## src/logic/cmb_pkg.sv

```systemverilog
// Contract
// - tx pin low dominant, high recessive
// - two receive stages, only foreground visible
// - each receive buffer holds 13 bytes
// - full flag only for good accepted frame
// - every frame written to background, filter-independent
// - copy to foreground only when full clear
// - background receives right after inter-frame space
// - own frame: background only, no ack
// - loop-back treats own frames as incoming
// - lost arbitration turns node into receiver
// - third accepted frame dropped, overrun flagged
// - both full: transmit on, discard incoming
// - three transmit buffers plus 8-bit priority
// - successful send sets empty, transmit interrupt
// - lowest priority value is sent first
// - selection rerun at every arbitration entry
// - abort granted unless frame is on bus
// - abort acknowledge one if aborted, zero sent
// - write one clears, ignored while condition holds
package cmb_pkg;
  localparam int        NBYTES    = 13;
  localparam int        TX_BUFS   = 3;
  localparam int        AW        = 8;
  localparam logic [3:0] LOCAL_PRIORITY_FIELD_OFS = 4'hD;
  localparam logic [7:0] RFLAG_ADR = 8'h40;
  localparam logic [7:0] TFLAG_ADR = 8'h41;
  localparam logic [7:0] TCTL_ADR  = 8'h42;
  localparam logic [7:0] MCTL_ADR  = 8'h43;
  localparam logic [7:0] TXIE_ADR  = 8'h44;
  localparam int        RF_FULL   = 0;
  localparam int        RF_OVR    = 1;
  localparam int        MC_LOOP   = 0;
  localparam int        MC_RXIE   = 1;
  localparam int        MC_OVRIE  = 2;
  localparam logic      DOMINANT  = 1'b0;
  localparam logic      RECESSIVE = 1'b1;
  localparam logic [7:0] BYTE_RST = 8'h00;

  // byte stream and frame end from the protocol engine
  typedef struct packed {
    logic       wr;
    logic [3:0] idx;
    logic [7:0] data;
    logic       done;
    logic       ok;
    logic       hit;
  } cmb_rx_in_type;

  // arbitration and frame end from the protocol engine
  typedef struct packed {
    logic       arb;
    logic [3:0] rd_idx;
    logic       done;
    logic       fail;
    logic       dom;
  } cmb_tx_in_type;

  // selection, byte fetch and ack control back to the engine
  typedef struct packed {
    logic       sel_valid;
    logic [1:0] sel_idx;
    logic [7:0] tx_byte;
    logic       ack_en;
    logic       rx_level;
  } cmb_eng_out_type;
endpackage : cmb_pkg

```

## src/logic/cmb_top.sv

```systemverilog
`timescale 1ns/1ps
module cmb_top #(
  parameter int NBUF = cmb_pkg::TX_BUFS
) (
  input  wire logic                   clk_sys,
  input  wire logic                   nrst,
  input  wire logic [cmb_pkg::AW-1:0] addr,
  input  wire logic [7:0]             wdata,
  input  wire logic                   wr,
  input  wire logic                   rd,
  output logic      [7:0]             rdata,
  input  wire logic                   can_rx,
  output logic                        can_tx,
  input  wire cmb_pkg::cmb_rx_in_type rx_in,
  input  wire cmb_pkg::cmb_tx_in_type tx_in,
  output cmb_pkg::cmb_eng_out_type    eng_out,
  output logic                        irq_rx,
  output logic                        irq_tx,
  output logic                        irq_err
);
  import cmb_pkg::*;

  // elaboration checks: buffer count fits the two-bit index
  if (NBUF < 1 || NBUF > 3) begin : g_bad_nbuf
    $error("NBUF must be 1 to 3");
  end
  // the priority byte must sit past the frame bytes in each 16-byte window
  if (NBYTES > 16 || int'(LOCAL_PRIORITY_FIELD_OFS) < NBYTES) begin : g_bad_layout
    $error("buffer layout does not fit a 16-byte window");
  end

  ////////////////////////////////////////////////////////////////////
  // state
  logic [2:0]      rx_sync_ff, nxt_rx_sync;
  logic            rx_level_ff, nxt_rx_level;
  logic            can_tx_ff, nxt_can_tx;
  logic            ack_en_ff, nxt_ack_en;
  logic [7:0]      bg_ff [NBYTES];
  logic [7:0]      nxt_bg [NBYTES];
  logic [7:0]      fg_ff [NBYTES];
  logic [7:0]      nxt_fg [NBYTES];

  // transmit buffers and their priority bytes
  logic [7:0]      txb_ff [NBUF][NBYTES];
  logic [7:0]      nxt_txb [NBUF][NBYTES];
  logic [7:0]      local_priority_field_ff [NBUF];
  logic [7:0]      nxt_local_priority_field [NBUF];

  // receive and transmit status flags, software controls
  logic            rx_full_ff, nxt_rx_full;
  logic            bg_full_ff, nxt_bg_full;
  logic            ovr_ff, nxt_ovr;
  logic [NBUF-1:0] txe_ff, nxt_txe;
  logic [NBUF-1:0] abort_acknowledge_bit_ff, nxt_abort_acknowledge_bit;
  logic [NBUF-1:0] abrq_ff, nxt_abrq;
  logic [NBUF-1:0] txie_ff, nxt_txie;
  logic            loop_ff, nxt_loop;
  logic            rxie_ff, nxt_rxie;
  logic            ovrie_ff, nxt_ovrie;

  // scheduling state, engine and host outputs
  logic            tx_active_ff, nxt_tx_active;
  logic [1:0]      act_idx_ff, nxt_act_idx;
  logic            sel_valid_ff, nxt_sel_valid;
  logic [1:0]      sel_idx_ff, nxt_sel_idx;
  logic [7:0]      tx_byte_ff, nxt_tx_byte;
  logic [7:0]      rdata_ff, nxt_rdata;
  logic            irq_rx_ff, nxt_irq_rx;
  logic            irq_tx_ff, nxt_irq_tx;
  logic            irq_err_ff, nxt_irq_err;

  ////////////////////////////////////////////////////////////////////
  // address decode of the transmit windows
  logic [3:0] hi_nib;
  logic [3:0] lo_nib;
  logic       tb_hit;
  logic [1:0] tb_idx;
  logic [3:0] tb_sub;
  logic [2:0] txe3;
  logic [2:0] abtak3;
  logic [2:0] abrq3;
  logic [2:0] txie3;

  assign hi_nib = addr[7:4];
  assign lo_nib = addr[3:0];
  assign tb_hit = (hi_nib >= 4'h1) && (hi_nib <= 4'(NBUF));
  assign tb_sub = hi_nib - 4'h1;
  assign tb_idx = tb_sub[1:0];
  assign txe3   = 3'(txe_ff);
  assign abtak3 = 3'(abort_acknowledge_bit_ff);
  assign abrq3  = 3'(abrq_ff);
  assign txie3  = 3'(txie_ff);

  ////////////////////////////////////////////////////////////////////
  // pin synchroniser and tx pin level
  always_comb begin
    nxt_rx_sync  = {rx_sync_ff[1:0], can_rx};
    nxt_rx_level = rx_level_ff;
    if (rx_sync_ff[1] == rx_sync_ff[2]) begin
      nxt_rx_level = rx_sync_ff[2];
    end
    nxt_can_tx = tx_in.dom ? DOMINANT : RECESSIVE;
    nxt_ack_en = ~(tx_active_ff & ~loop_ff);
  end

  ////////////////////////////////////////////////////////////////////
  // registers, receive path, transmit scheduling, read mux
  always_comb begin
    logic            clr_full;
    logic            clr_ovr;
    logic [NBUF-1:0] clr_txe;
    logic            accept;
    logic            found;
    logic [1:0]      best_idx;
    logic [7:0]      best_local_priority_field;
    clr_full  = 1'b0;
    clr_ovr   = 1'b0;
    clr_txe   = '0;
    accept    = 1'b0;
    found     = 1'b0;
    best_idx  = 2'b00;
    best_local_priority_field = 8'hFF;

    nxt_bg        = bg_ff;
    nxt_fg        = fg_ff;
    nxt_txb       = txb_ff;
    nxt_local_priority_field      = local_priority_field_ff;
    nxt_rx_full   = rx_full_ff;
    nxt_bg_full   = bg_full_ff;
    nxt_ovr       = ovr_ff;
    nxt_txe       = txe_ff;
    nxt_abort_acknowledge_bit     = abort_acknowledge_bit_ff;
    nxt_abrq      = abrq_ff;
    nxt_txie      = txie_ff;
    nxt_loop      = loop_ff;
    nxt_rxie      = rxie_ff;
    nxt_ovrie     = ovrie_ff;
    nxt_tx_active = tx_active_ff;
    nxt_act_idx   = act_idx_ff;
    nxt_sel_valid = sel_valid_ff;
    nxt_sel_idx   = sel_idx_ff;
    nxt_rdata     = BYTE_RST;

    // software writes: buffers, controls, abort requests
    if (wr) begin
      if (tb_hit && lo_nib < 4'(NBYTES)) begin
        nxt_txb[tb_idx][lo_nib] = wdata;
      end
      if (tb_hit && lo_nib == LOCAL_PRIORITY_FIELD_OFS) begin
        nxt_local_priority_field[tb_idx] = wdata;
      end
      if (addr == MCTL_ADR) begin
        nxt_loop  = wdata[MC_LOOP];
        nxt_rxie  = wdata[MC_RXIE];
        nxt_ovrie = wdata[MC_OVRIE];
      end
      if (addr == TXIE_ADR) begin
        nxt_txie = wdata[NBUF-1:0];
      end
      if (addr == TCTL_ADR) begin
        nxt_abrq = abrq_ff | wdata[NBUF-1:0];
      end
      if (addr == RFLAG_ADR) begin
        clr_full = wdata[RF_FULL];
        clr_ovr  = wdata[RF_OVR];
      end
      if (addr == TFLAG_ADR) begin
        clr_txe = wdata[NBUF-1:0];
      end
    end

    // background always takes the stream unless both stages hold frames
    if (rx_in.wr && !bg_full_ff && rx_in.idx < 4'(NBYTES)) begin
      nxt_bg[rx_in.idx] = rx_in.data;
    end

    // clearing full hands a pending background frame straight over
    if (clr_full && rx_full_ff) begin
      if (bg_full_ff) begin
        nxt_fg      = bg_ff;
        nxt_bg_full = 1'b0;
      end else begin
        nxt_rx_full = 1'b0;
      end
    end
    if (clr_ovr) begin
      nxt_ovr = 1'b0;
    end

    // frame end: own frames stay in background unless looped back
    accept = rx_in.done & rx_in.ok & rx_in.hit & (~tx_active_ff | loop_ff);
    if (accept) begin
      if (bg_full_ff) begin
        nxt_ovr = 1'b1;
      end else if (!nxt_rx_full || (clr_full && rx_full_ff)) begin
        nxt_fg      = nxt_bg;
        nxt_rx_full = 1'b1;
      end else begin
        nxt_bg_full = 1'b1;
      end
    end

    // software scheduling clears empty and the stale acknowledge
    for (int i = 0; i < NBUF; i++) begin
      if (clr_txe[i] && txe_ff[i]) begin
        nxt_txe[i]   = 1'b0;
        nxt_abort_acknowledge_bit[i] = 1'b0;
      end
    end

    // arbitration entry: pick lowest priority value, lowest index on tie
    if (tx_in.arb) begin
      for (int i = 0; i < NBUF; i++) begin
        if (!txe_ff[i] && !abrq_ff[i] && (!found || local_priority_field_ff[i] < best_local_priority_field)) begin
          found     = 1'b1;
          best_idx  = 2'(i);
          best_local_priority_field = local_priority_field_ff[i];
        end
      end
      nxt_sel_valid = found;
      nxt_sel_idx   = best_idx;
      nxt_tx_active = found;
      nxt_act_idx   = best_idx;
    end

    // frame on the bus finished well: release buffer as sent
    if (tx_in.done && tx_active_ff) begin
      nxt_txe[act_idx_ff]   = 1'b1;
      nxt_abort_acknowledge_bit[act_idx_ff] = 1'b0;
      nxt_abrq[act_idx_ff]  = 1'b0;
      nxt_tx_active         = 1'b0;
      nxt_sel_valid         = 1'b0;
    end
    // error or lost arbitration: buffer stays scheduled for a retry
    if (tx_in.fail) begin
      nxt_tx_active = 1'b0;
      nxt_sel_valid = 1'b0;
    end

    // abort grant only for buffers not on the bus
    for (int i = 0; i < NBUF; i++) begin
      if (abrq_ff[i] && !(tx_active_ff && act_idx_ff == 2'(i))) begin
        nxt_abrq[i] = 1'b0;
        if (!txe_ff[i]) begin
          nxt_txe[i]   = 1'b1;
          nxt_abort_acknowledge_bit[i] = 1'b1;
        end
      end
    end

    // read data for the cycle after the strobe
    if (rd) begin
      if (addr < AW'(NBYTES)) begin
        nxt_rdata = fg_ff[lo_nib];
      end else if (tb_hit && lo_nib < 4'(NBYTES)) begin
        nxt_rdata = txb_ff[tb_idx][lo_nib];
      end else if (tb_hit && lo_nib == LOCAL_PRIORITY_FIELD_OFS) begin
        nxt_rdata = local_priority_field_ff[tb_idx];
      end else if (addr == RFLAG_ADR) begin
        nxt_rdata = {5'h00, bg_full_ff, ovr_ff, rx_full_ff};
      end else if (addr == TFLAG_ADR) begin
        nxt_rdata = {1'b0, abtak3, 1'b0, txe3};
      end else if (addr == TCTL_ADR) begin
        nxt_rdata = {5'h00, abrq3};
      end else if (addr == MCTL_ADR) begin
        nxt_rdata = {5'h00, ovrie_ff, rxie_ff, loop_ff};
      end else if (addr == TXIE_ADR) begin
        nxt_rdata = {5'h00, txie3};
      end
    end

    // masked interrupt levels
    nxt_irq_rx  = rx_full_ff & rxie_ff;
    nxt_irq_tx  = |(txe_ff & txie_ff);
    nxt_irq_err = ovr_ff & ovrie_ff;
  end

  // byte fetch for the engine from the selected buffer
  always_comb begin
    nxt_tx_byte = BYTE_RST;
    if (tx_in.rd_idx < 4'(NBYTES)) begin
      nxt_tx_byte = txb_ff[sel_idx_ff][tx_in.rd_idx];
    end else if (tx_in.rd_idx == LOCAL_PRIORITY_FIELD_OFS) begin
      nxt_tx_byte = local_priority_field_ff[sel_idx_ff];
    end
  end

  ////////////////////////////////////////////////////////////////////
  // register all state
  always_ff @(posedge clk_sys or negedge nrst) begin
    if (!nrst) begin
      rx_sync_ff   <= 3'h7;
      rx_level_ff  <= RECESSIVE;
      can_tx_ff    <= RECESSIVE;
      ack_en_ff    <= 1'b1;
      for (int j = 0; j < NBYTES; j++) begin
        bg_ff[j] <= BYTE_RST;
        fg_ff[j] <= BYTE_RST;
        for (int i = 0; i < NBUF; i++) begin
          txb_ff[i][j] <= BYTE_RST;
        end
      end
      for (int i = 0; i < NBUF; i++) begin
        local_priority_field_ff[i] <= BYTE_RST;
      end
      rx_full_ff   <= 1'b0;
      bg_full_ff   <= 1'b0;
      ovr_ff       <= 1'b0;
      txe_ff       <= '1;
      abort_acknowledge_bit_ff     <= '0;
      abrq_ff      <= '0;
      txie_ff      <= '0;
      loop_ff      <= 1'b0;
      rxie_ff      <= 1'b0;
      ovrie_ff     <= 1'b0;
      tx_active_ff <= 1'b0;
      act_idx_ff   <= 2'b00;
      sel_valid_ff <= 1'b0;
      sel_idx_ff   <= 2'b00;
      tx_byte_ff   <= BYTE_RST;
      rdata_ff     <= BYTE_RST;
      irq_rx_ff    <= 1'b0;
      irq_tx_ff    <= 1'b0;
      irq_err_ff   <= 1'b0;
    end else begin
      rx_sync_ff   <= nxt_rx_sync;
      rx_level_ff  <= nxt_rx_level;
      can_tx_ff    <= nxt_can_tx;
      ack_en_ff    <= nxt_ack_en;
      bg_ff        <= nxt_bg;
      fg_ff        <= nxt_fg;
      txb_ff       <= nxt_txb;
      local_priority_field_ff      <= nxt_local_priority_field;
      rx_full_ff   <= nxt_rx_full;
      bg_full_ff   <= nxt_bg_full;
      ovr_ff       <= nxt_ovr;
      txe_ff       <= nxt_txe;
      abort_acknowledge_bit_ff     <= nxt_abort_acknowledge_bit;
      abrq_ff      <= nxt_abrq;
      txie_ff      <= nxt_txie;
      loop_ff      <= nxt_loop;
      rxie_ff      <= nxt_rxie;
      ovrie_ff     <= nxt_ovrie;
      tx_active_ff <= nxt_tx_active;
      act_idx_ff   <= nxt_act_idx;
      sel_valid_ff <= nxt_sel_valid;
      sel_idx_ff   <= nxt_sel_idx;
      tx_byte_ff   <= nxt_tx_byte;
      rdata_ff     <= nxt_rdata;
      irq_rx_ff    <= nxt_irq_rx;
      irq_tx_ff    <= nxt_irq_tx;
      irq_err_ff   <= nxt_irq_err;
    end
  end

  ////////////////////////////////////////////////////////////////////
  // outputs, each from a flop
  assign rdata             = rdata_ff;
  assign can_tx            = can_tx_ff;
  assign irq_rx            = irq_rx_ff;
  assign irq_tx            = irq_tx_ff;
  assign irq_err           = irq_err_ff;
  // engine side travels as one struct, driven by a single assignment
  assign eng_out = cmb_eng_out_type'{
    sel_valid: sel_valid_ff,
    sel_idx:   sel_idx_ff,
    tx_byte:   tx_byte_ff,
    ack_en:    ack_en_ff,
    rx_level:  rx_level_ff
  };
endmodule : cmb_top

```

## config.mk

```make
export PLATFORM = sky130hd
export DESIGN_NAME = cmb_top
export DESIGN_NICKNAME = d
export VERILOG_FILES = /design/src/logic/cmb_pkg.sv /design/src/logic/cmb_top.sv
export SDC_FILE = /design/constraint.sdc
export NUM_CORES = 1
export LEC_CHECK = 0
export ABC_AREA = 1
export ABC_CLOCK_PERIOD_IN_PS = 6500
export BUFFER_PORTS_ARGS = -buffer_cell sky130_fd_sc_hd__buf_2
export CORE_UTILIZATION = 55
export DETAILED_ROUTE_END_ITERATION = 8
export MAX_ROUTING_LAYER = met4
export PLACE_DENSITY = 0.77
export REMOVE_ABC_BUFFERS = 1
export SETUP_SLACK_MARGIN = 0.2
export SLEW_MARGIN = 20
export SYNTH_ARGS = -nofsm -noshare
export SYNTH_HDL_FRONTEND = slang
export SYNTH_SLANG_ARGS = --single-unit
```

## constraint.sdc

```tcl
create_clock -name clk_sys -period 6.5 [get_ports clk_sys]
set_input_delay 1.3 -clock clk_sys [delete_from_list [all_inputs] [get_ports clk_sys]]
set_output_delay 1.3 -clock clk_sys [all_outputs]
set_load 0.005 [all_outputs]
```

==> flow_metrics.tcl, run 1 <==
set metrics [dict create \
    fin_worst_skew_ps 27.90 \
    syn_avg_cell_area_um2 8.159 \
    grt_antenna_before_repair 2 \
    cts.repair.resized 0 \
    grt_use_total_pct 36.99 \
    synthXorXnorAreaFrac_pct 0 \
    yosysSeqAreaShare_pct 49.79 \
    area_growth_pct 8.985 \
    num_vias 27140 \
    crit_chain "buf_6 > clkinv_2 > ha_2 > nor2_4 > inv_2 > o221ai_1 > nand2_1 > o21ai_0 > nand3_1 > a221oi_1" \
    layoutNonFillerInstCount 4294 \
    syn_inst 3637 \
    postLayoutCellArea_mm2 0.03234 \
    timing.final.hold_violations 0 \
    ctsHoldBuffers 0 \
    required_ps 7050 \
    wl_per_cell_um 22.78 \
    cts_buffers 61 \
    portBuffers 69 \
    async_reset_ff_share_pct 100.0 \
    cts_htree_levels 2 \
    clkLatencyLatePin_ps 670 \
    grt_max_degree 136 \
    min_to "rx_sync_ff[1]" \
    grt_pass1_wl_mm 149.6 \
    hp-start "rx_sync_ff[0]" \
    maxCapViolCount 0 \
    drt_iter0_drc 3783 \
    drtAntennaViolNets 0 \
    die_y_um 234.3 \
    dieArea_mm2 0.05489 \
    yosysWarnings 0 \
    clock-sinks 590 \
    clk_pin_slew_worst_paths_ps 60 \
    r2r_end "tx_byte_ff[0]" \
    yosys.area_share.simple_pct 16.78 \
    via_per_inst 6.321 \
    synth_top_family_by_area "compound AO/OA/AOI/OAI gates" \
    place_congestion 1.079 \
    cts_tree "done" \
    synthAdderAreaFrac_pct 0.8770 \
    overflow 0 \
    critPathMaxFanout 89 \
    tightest_slew_ps 932.3 \
    row_count 84 \
    outcome "complete, no violations" \
    placed_area_mm2 0.03027 \
    fin_setup_tns_ps 0 \
    cts_setup_buffers 0 \
    max_freq_mhz 213.7 \
    post-route-period-util_pct 72.00 \
    final_util_pct 61.05 \
    dp_hpwl_mm 61.54 \
    core_mm2 0.05297 \
    drt_wl_total_mm 97.84 \
    hold_depth 0 \
    reg2reg_depth 10 \
    relSlewSlack_pct 37.03 \
    clockBufferDepth 3 \
    powerDensity_mw_per_mm2 256.5 \
    synth_flop_cell "dfrtp_1" \
    slowest_stage "nor2_4" \
    dp.cells 4181 \
    die_w_um 234.3 \
    r2r_setup_slack_ps 2930 \
    nets 3621 \
    nFillCells 4602 \
    finalCriticalPeriod_ps 4680 \
    end_kind "flop" \
    p_leak_nw 15.80 \
    drcViolationCount 0 \
    cts_root_buf "clkbuf_16" \
    worst_path_largest_cell_delay_ps 750 \
    power.total_mw 8.294 \
    pin_count 70 \
    min_path_type "flop to flop" \
    reg2reg_from "sel_idx_ff[1]" \
    worstSetupStartpointType "primary input" \
    initial_core_util_pct 56.02 \
    synth_edf_count 0 \
    muxShareOfSynthArea_pct 3.677 \
    dr.pass1.iters 7 \
    rsz0062_at_grt "false" \
    grt_pass1_vias 25190 \
    synth-compound-area-share_pct 21.97 \
    crit_arrival_ps 5230 \
    ir_drop_uv 238.3 \
    synthDistinctLibCells 52 \
    setup_violations 0 \
    synth-seq-cells 590 \
    drive_gt1_share_pct 7.186 \
    criticalPathCategory "primary input to flop" \
    syn_area_mm2 0.02967 \
    slew_viol_final 0 \
]
## how the worst max path moves through the flow
stage	slack [ps]	to	cells past startpoint	from
after global placement	1530	rdata[3]	10	addr[4]
after global routing	1690	rdata[0]	14	addr[4]
final	1820	rdata[3]	10	addr[4]
after detailed placement	1450	rdata[3]	10	addr[4]
after floorplan	-80	fg_ff[0]	9	addr[4]
after CTS	2120	rdata[3]	10	addr[4]
## layout make-up
type / count / area (um2) / area share, %
inverter: 247 / 928.4 / 2.871
clock buffer: 91 / 1829 / 5.656
multi-input combinational: 2539 / 12890 / 39.87
timing repair buffer: 117 / 809.5 / 2.503
tap: 688 / 860.8 / 2.662
antenna: 2 / 5.005 / 0.01548
sequential: 590 / 14780 / 45.69
clock inverter: 20 / 237.7 / 0.7351
## worst max-delay path: cells and delay by family
kind / cells / cell delay [ps]
AO/OA/AOI/OAI: 3 / 1150
buffers and inverters: 3 / 1080
AND/OR/NAND/NOR: 3 / 1010
adder cells (fa/ha/maj): 1 / 560
## where the power goes
part	total, mW	internal (mW)	switching (mW)	leakage, nW
registers	3.86	3.78	0.0851	8.14
logic	0.830	0.210	0.619	6.65
clock network	3.60	2.07	1.54	1.02
total	8.29	6.05	2.24	15.8
## cells in the mapped netlist (20+ instances only)
master	n	area, um2
buf_2	78	390.4
a221oi_1	36	315.3
mux2i_1	109	1091
clkbuf_1	139	521.8
inv_1	234	878.3
o22ai_1	58	362.9
o21ai_0	509	2547
nand3_1	86	430.4
a21oi_1	380	1902
nand2_1	827	3104
o221ai_1	44	385.4
o211ai_1	50	375.4
ha_1	20	250.2
nor2_1	286	1074
nand4_1	20	125.1
buf_1	35	131.4
dfrtp_1	581	14540
## cell usage in the layout (no fill, tap or decap), drive strengths merged, types with 44 or more instances in the layout
cell / netlist / layout
o22ai: 58 / 58
nand3: 86 / 86
clkbuf: 139 / 91
nor2: 295 / 295
o211ai: 50 / 50
mux2i: 109 / 109
a21oi: 380 / 380
o221ai: 44 / 44
nand2: 829 / 829
o21ai: 512 / 512
inv: 245 / 245
buf: 122 / 117
dfrtp: 581 / 581
## registers in the layout, summed over array words and instances, names as in the netlist, 2 cells and up, named ones only
register / cells
abort_acknowledge_bit_ff: 3
abrq3: 3
bg_ff: 104
fg_ff: 104
local_priority_field_ff: 24
rdata: 8
rx_sync_ff: 3
sel_idx_ff: 2
tx_byte_ff: 8
txb_ff: 312
txe3: 3
txie3: 3
## through the flow
step	setup slack [ps]	hold WS (ps)
finish	1820	354.9
global route	1692	362.1
CTS	2119	356.3
detailed placement	1447	347.0
global placement	1529	345.9
floorplan	-83.14	345.2
## cells by family (layout without fill, tap and decap cells)
family                     after synthesis  after routing
and+or+nand+nor                       1254           1254
adders and majority gates               21             21
muxes                                  109            109
DFF                                    590            590
AOI/OAI and AO/OA                     1155           1155
other                                    0              2
buffers and inverters                  508            475
## routing by layer
layer	up-vias	routed length [um]	track usage, %
met5	-	0	-
met4	0	5911	20.19
met1	12820	37360	47.48
met2	1721	42580	52.94
li1	12190	-	-
met3	407	11980	10.20
Note: power is estimated with default switching activity, not from simulation.
==> run 2: changes to the inputs <==
--- a/config.mk
+++ b/config.mk
@@ -5,8 +5,8 @@
 export SDC_FILE = /design/constraint.sdc
 export NUM_CORES = 1
 export LEC_CHECK = 0
-export ABC_AREA = 1
-export ABC_CLOCK_PERIOD_IN_PS = 6500
+export ABC_AREA = 0
+export ABC_CLOCK_PERIOD_IN_PS = 4600
 export BUFFER_PORTS_ARGS = -buffer_cell sky130_fd_sc_hd__buf_2
 export CORE_UTILIZATION = 55
 export DETAILED_ROUTE_END_ITERATION = 8
==> constraint.sdc (replaced) <==
create_clock -name clk_sys -period 4.6 [get_ports clk_sys]
set_input_delay 0.92 -clock clk_sys [delete_from_list [all_inputs] [get_ports clk_sys]]
set_output_delay 0.92 -clock clk_sys [all_outputs]
set_load 0.005 [all_outputs]
==> flow_metrics.tcl, run 2 <==
set metrics [dict create \
    outcome "complete, no violations" \
    place_congestion 0.9826 \
    largest_reg_flops 312 \
    pre_cts_ws_ps 726.3 \
    wl_per_cell_um 28.56 \
    powerDensity_mw_per_mm2 413.7 \
    dr.pass1.iters 8 \
    yosysMostFrequentCell "dfrtp_1" \
    final_common_cell "dfrtp_1" \
    synth_largest_area_cell "dfrtp_1" \
    power_switching_share_pct 28.97 \
    syn_area_mm2 0.03121 \
    nFillCells 4293 \
    nets 2653 \
    reg2reg_from "abrq3[0]" \
    timing.final.hold_violations 0 \
    fin_setup_tns_ps 0 \
    r2r_end "sel_idx_ff[0]" \
    cts_setup_buffers 0 \
    criticalPathCategory "flop to flop" \
    synth_edf_count 0 \
    drtAntennaViolNets 0 \
    synth_top_family_by_area "multiplexers" \
    dp_hpwl_mm 63.45 \
    synthDistinctLibCells 76 \
    power.total_mw 14.29 \
    grt_use_total_pct 35.12 \
    ff_latch_area_mm2 0.01478 \
    r2r_setup_slack_ps 960 \
    ctsHoldBuffers 0 \
    final_cell_mix "579 x dfrtp_1, 568 x mux2_2, 191 x nand2_1" \
    slew_viol_final 0 \
    grt_pass1_wl_mm 147.9 \
    yosys.area_share.simple_pct 6.466 \
    grt_pass1_vias 23510 \
    via_per_inst 6.847 \
    maxCapViolCount 0 \
    drt_iter0_drc 2661 \
    required_ps 5130 \
    synthXorXnorAreaFrac_pct 0 \
    worstSetupStartpointType "flop" \
    synth_flop_cell "dfrtp_1" \
    drt_wl_total_mm 96.85 \
    synthTopCellsByCount "581 x dfrtp_1, 568 x mux2_2, 191 x nand2_1, 175 x mux2i_1, 156 x o21ai_0" \
    setup_violations 0 \
    regMostFlops "txb_ff" \
    synth-seq-cells 590 \
    drcViolationCount 0 \
    clockBufferDepth 3 \
    multiInputGateArea_mm2 0.01539 \
    internal_power_mw 10.15 \
    portBuffers 69 \
    finalCriticalPeriod_ps 3637 \
    cts_htree_levels 2 \
    end_kind "flop" \
    cts_root_buf "clkbuf_16" \
    muxShareOfSynthArea_pct 30.93 \
    grt_antenna_before_repair 3 \
    p_sw_mw 4.141 \
    area_growth_pct 10.72 \
    ir_drop_uv 369.3 \
    die_y_um 240.2 \
    layout_setup_ws_ps 962.9 \
    dieArea_mm2 0.05771 \
    drive_gt1_share_pct 35.83 \
    critPathCapture "sel_idx_ff[0]" \
    p_leak_nw 16.50 \
    seq_power_share_pct 43.6 \
    reg2reg_depth 14 \
    post-route-period-util_pct 79.07 \
    crit_arrival_ps 4160 \
    tightest_slew_ps 1125 \
    combPwrFrac_pct 18.0 \
    async_reset_ff_share_pct 100.0 \
    synthAdderAreaFrac_pct 0.8338 \
    reg.largest.list "txb_ff x312, bg_ff x104, fg_ff x104" \
    yosysWarnings 0 \
    synth-compound-area-share_pct 10.96 \
    syn_inst 2600 \
    yosysSeqAreaShare_pct 47.34 \
    core_mm2 0.05563 \
    cts.repair.resized 0 \
    min_path_type "primary input to asynchronous set/reset pin" \
    overflow 0 \
    initial_core_util_pct 56.11 \
    row_count 86 \
    clock-sinks 590 \
    yosysTopAreaCellShare_pct 46.58 \
    grt_max_degree 151 \
    cts_tree "done" \
    fin_worst_skew_ps 34.99 \
    syn_avg_cell_area_um2 12.00 \
    pin_count 70 \
    clkLatencyLatePin_ps 660 \
    max_freq_mhz 274.9 \
    relSlewSlack_pct 24.56 \
    die_w_um 240.2 \
    clk_pin_slew_worst_paths_ps 60 \
    critPathMaxFanout 17 \
    synth.area.top_cells "dfrtp_1 47%, mux2_2 20%, mux2i_1 5.6%" \
    cp-startpoint "abrq3[0]" \
    cts_buffers 61 \
    pwr-share-clk_pct 38.4 \
    final_util_pct 62.12 \
    rsz0062_at_grt "false" \
    num_vias 23220 \
]
run 2: cell types whose count changed after synthesis, sizes merged, moves of 48 or more:
cell,previous run,this run
nand2,829,205
mux2,0,595
o21ai,512,180
a21oi,380,91
inv,245,16
nor2,295,72
mux2i,109,175
mux4,0,50
nand3,86,38
run 2: cells by family (layout without fill, tap and decap cells):
family	count (synthesis)	count (layout)
DFF	590	590
and+or+nand+nor	415	415
buffers and inverters	234	274
adders and majority gates	21	21
AOI/OAI and AO/OA	520	520
muxes	820	820
other	0	3
run 2: critical path, stage by stage, from the launching register on:
cell and delay (ps):
dfrtp_1 450, or2_2 410, nor2_1 150, ha_1 260, a211o_1 300, a21oi_1 130
o21ai_0 120, a31o_2 360, nand2_1 100, o21ai_0 90, ha_1 300, a21o_1 160
a211oi_1 250, o221ai_1 200, a21o_1 230
run 2: layout make-up:
cell class | instances | share of cell area (%)
inverter | 18 | 0.1955
antenna | 3 | 0.02172
clock buffer | 89 | 5.275
multi-input combinational | 1776 | 44.55
timing repair buffer | 141 | 3.193
clock inverter | 26 | 1.289
sequential | 590 | 42.77
tap | 748 | 2.708
run 2: per-layer routing:
layer | vias up | GRT usage [%] | share of wire, %
li1 | 9694 | - | -
met4 | 0 | 18.34 | 6.0
met5 | - | - | 0
met3 | 334 | 6.234 | 8.6
met2 | 1255 | 53.71 | 46
met1 | 11940 | 44.79 | 39
run 2: worst min path at each step:
stage / endpoint / cells past startpoint
final: txb_ff[94] / 1
after global routing: txb_ff[198] / 1
after CTS: txb_ff[199] / 1
after detailed placement: rx_sync_ff[1] / 0
after global placement: rx_sync_ff[1] / 0
after floorplan: rx_sync_ff[1] / 0
run 2: stage by stage:
step	instances	cell area, um2	hold WS, ps
floorplan	2384	30200	345.2
global placement	3273	32280	350.3
detailed placement	3273	32280	347.1
CTS	3388	34550	190.6
global route	3390	34550	204.6
finish	3391	34560	197.7
run 2: power by group through the flow:
stage	Clock (mW)	Combinational, mW	Sequential, mW
floorplan	0	1.47	6.27
global placement	0	2.42	6.26
detailed placement	0	2.50	6.31
CTS	5.54	2.52	6.23
global route	5.76	2.72	6.30
finish	5.49	2.57	6.24
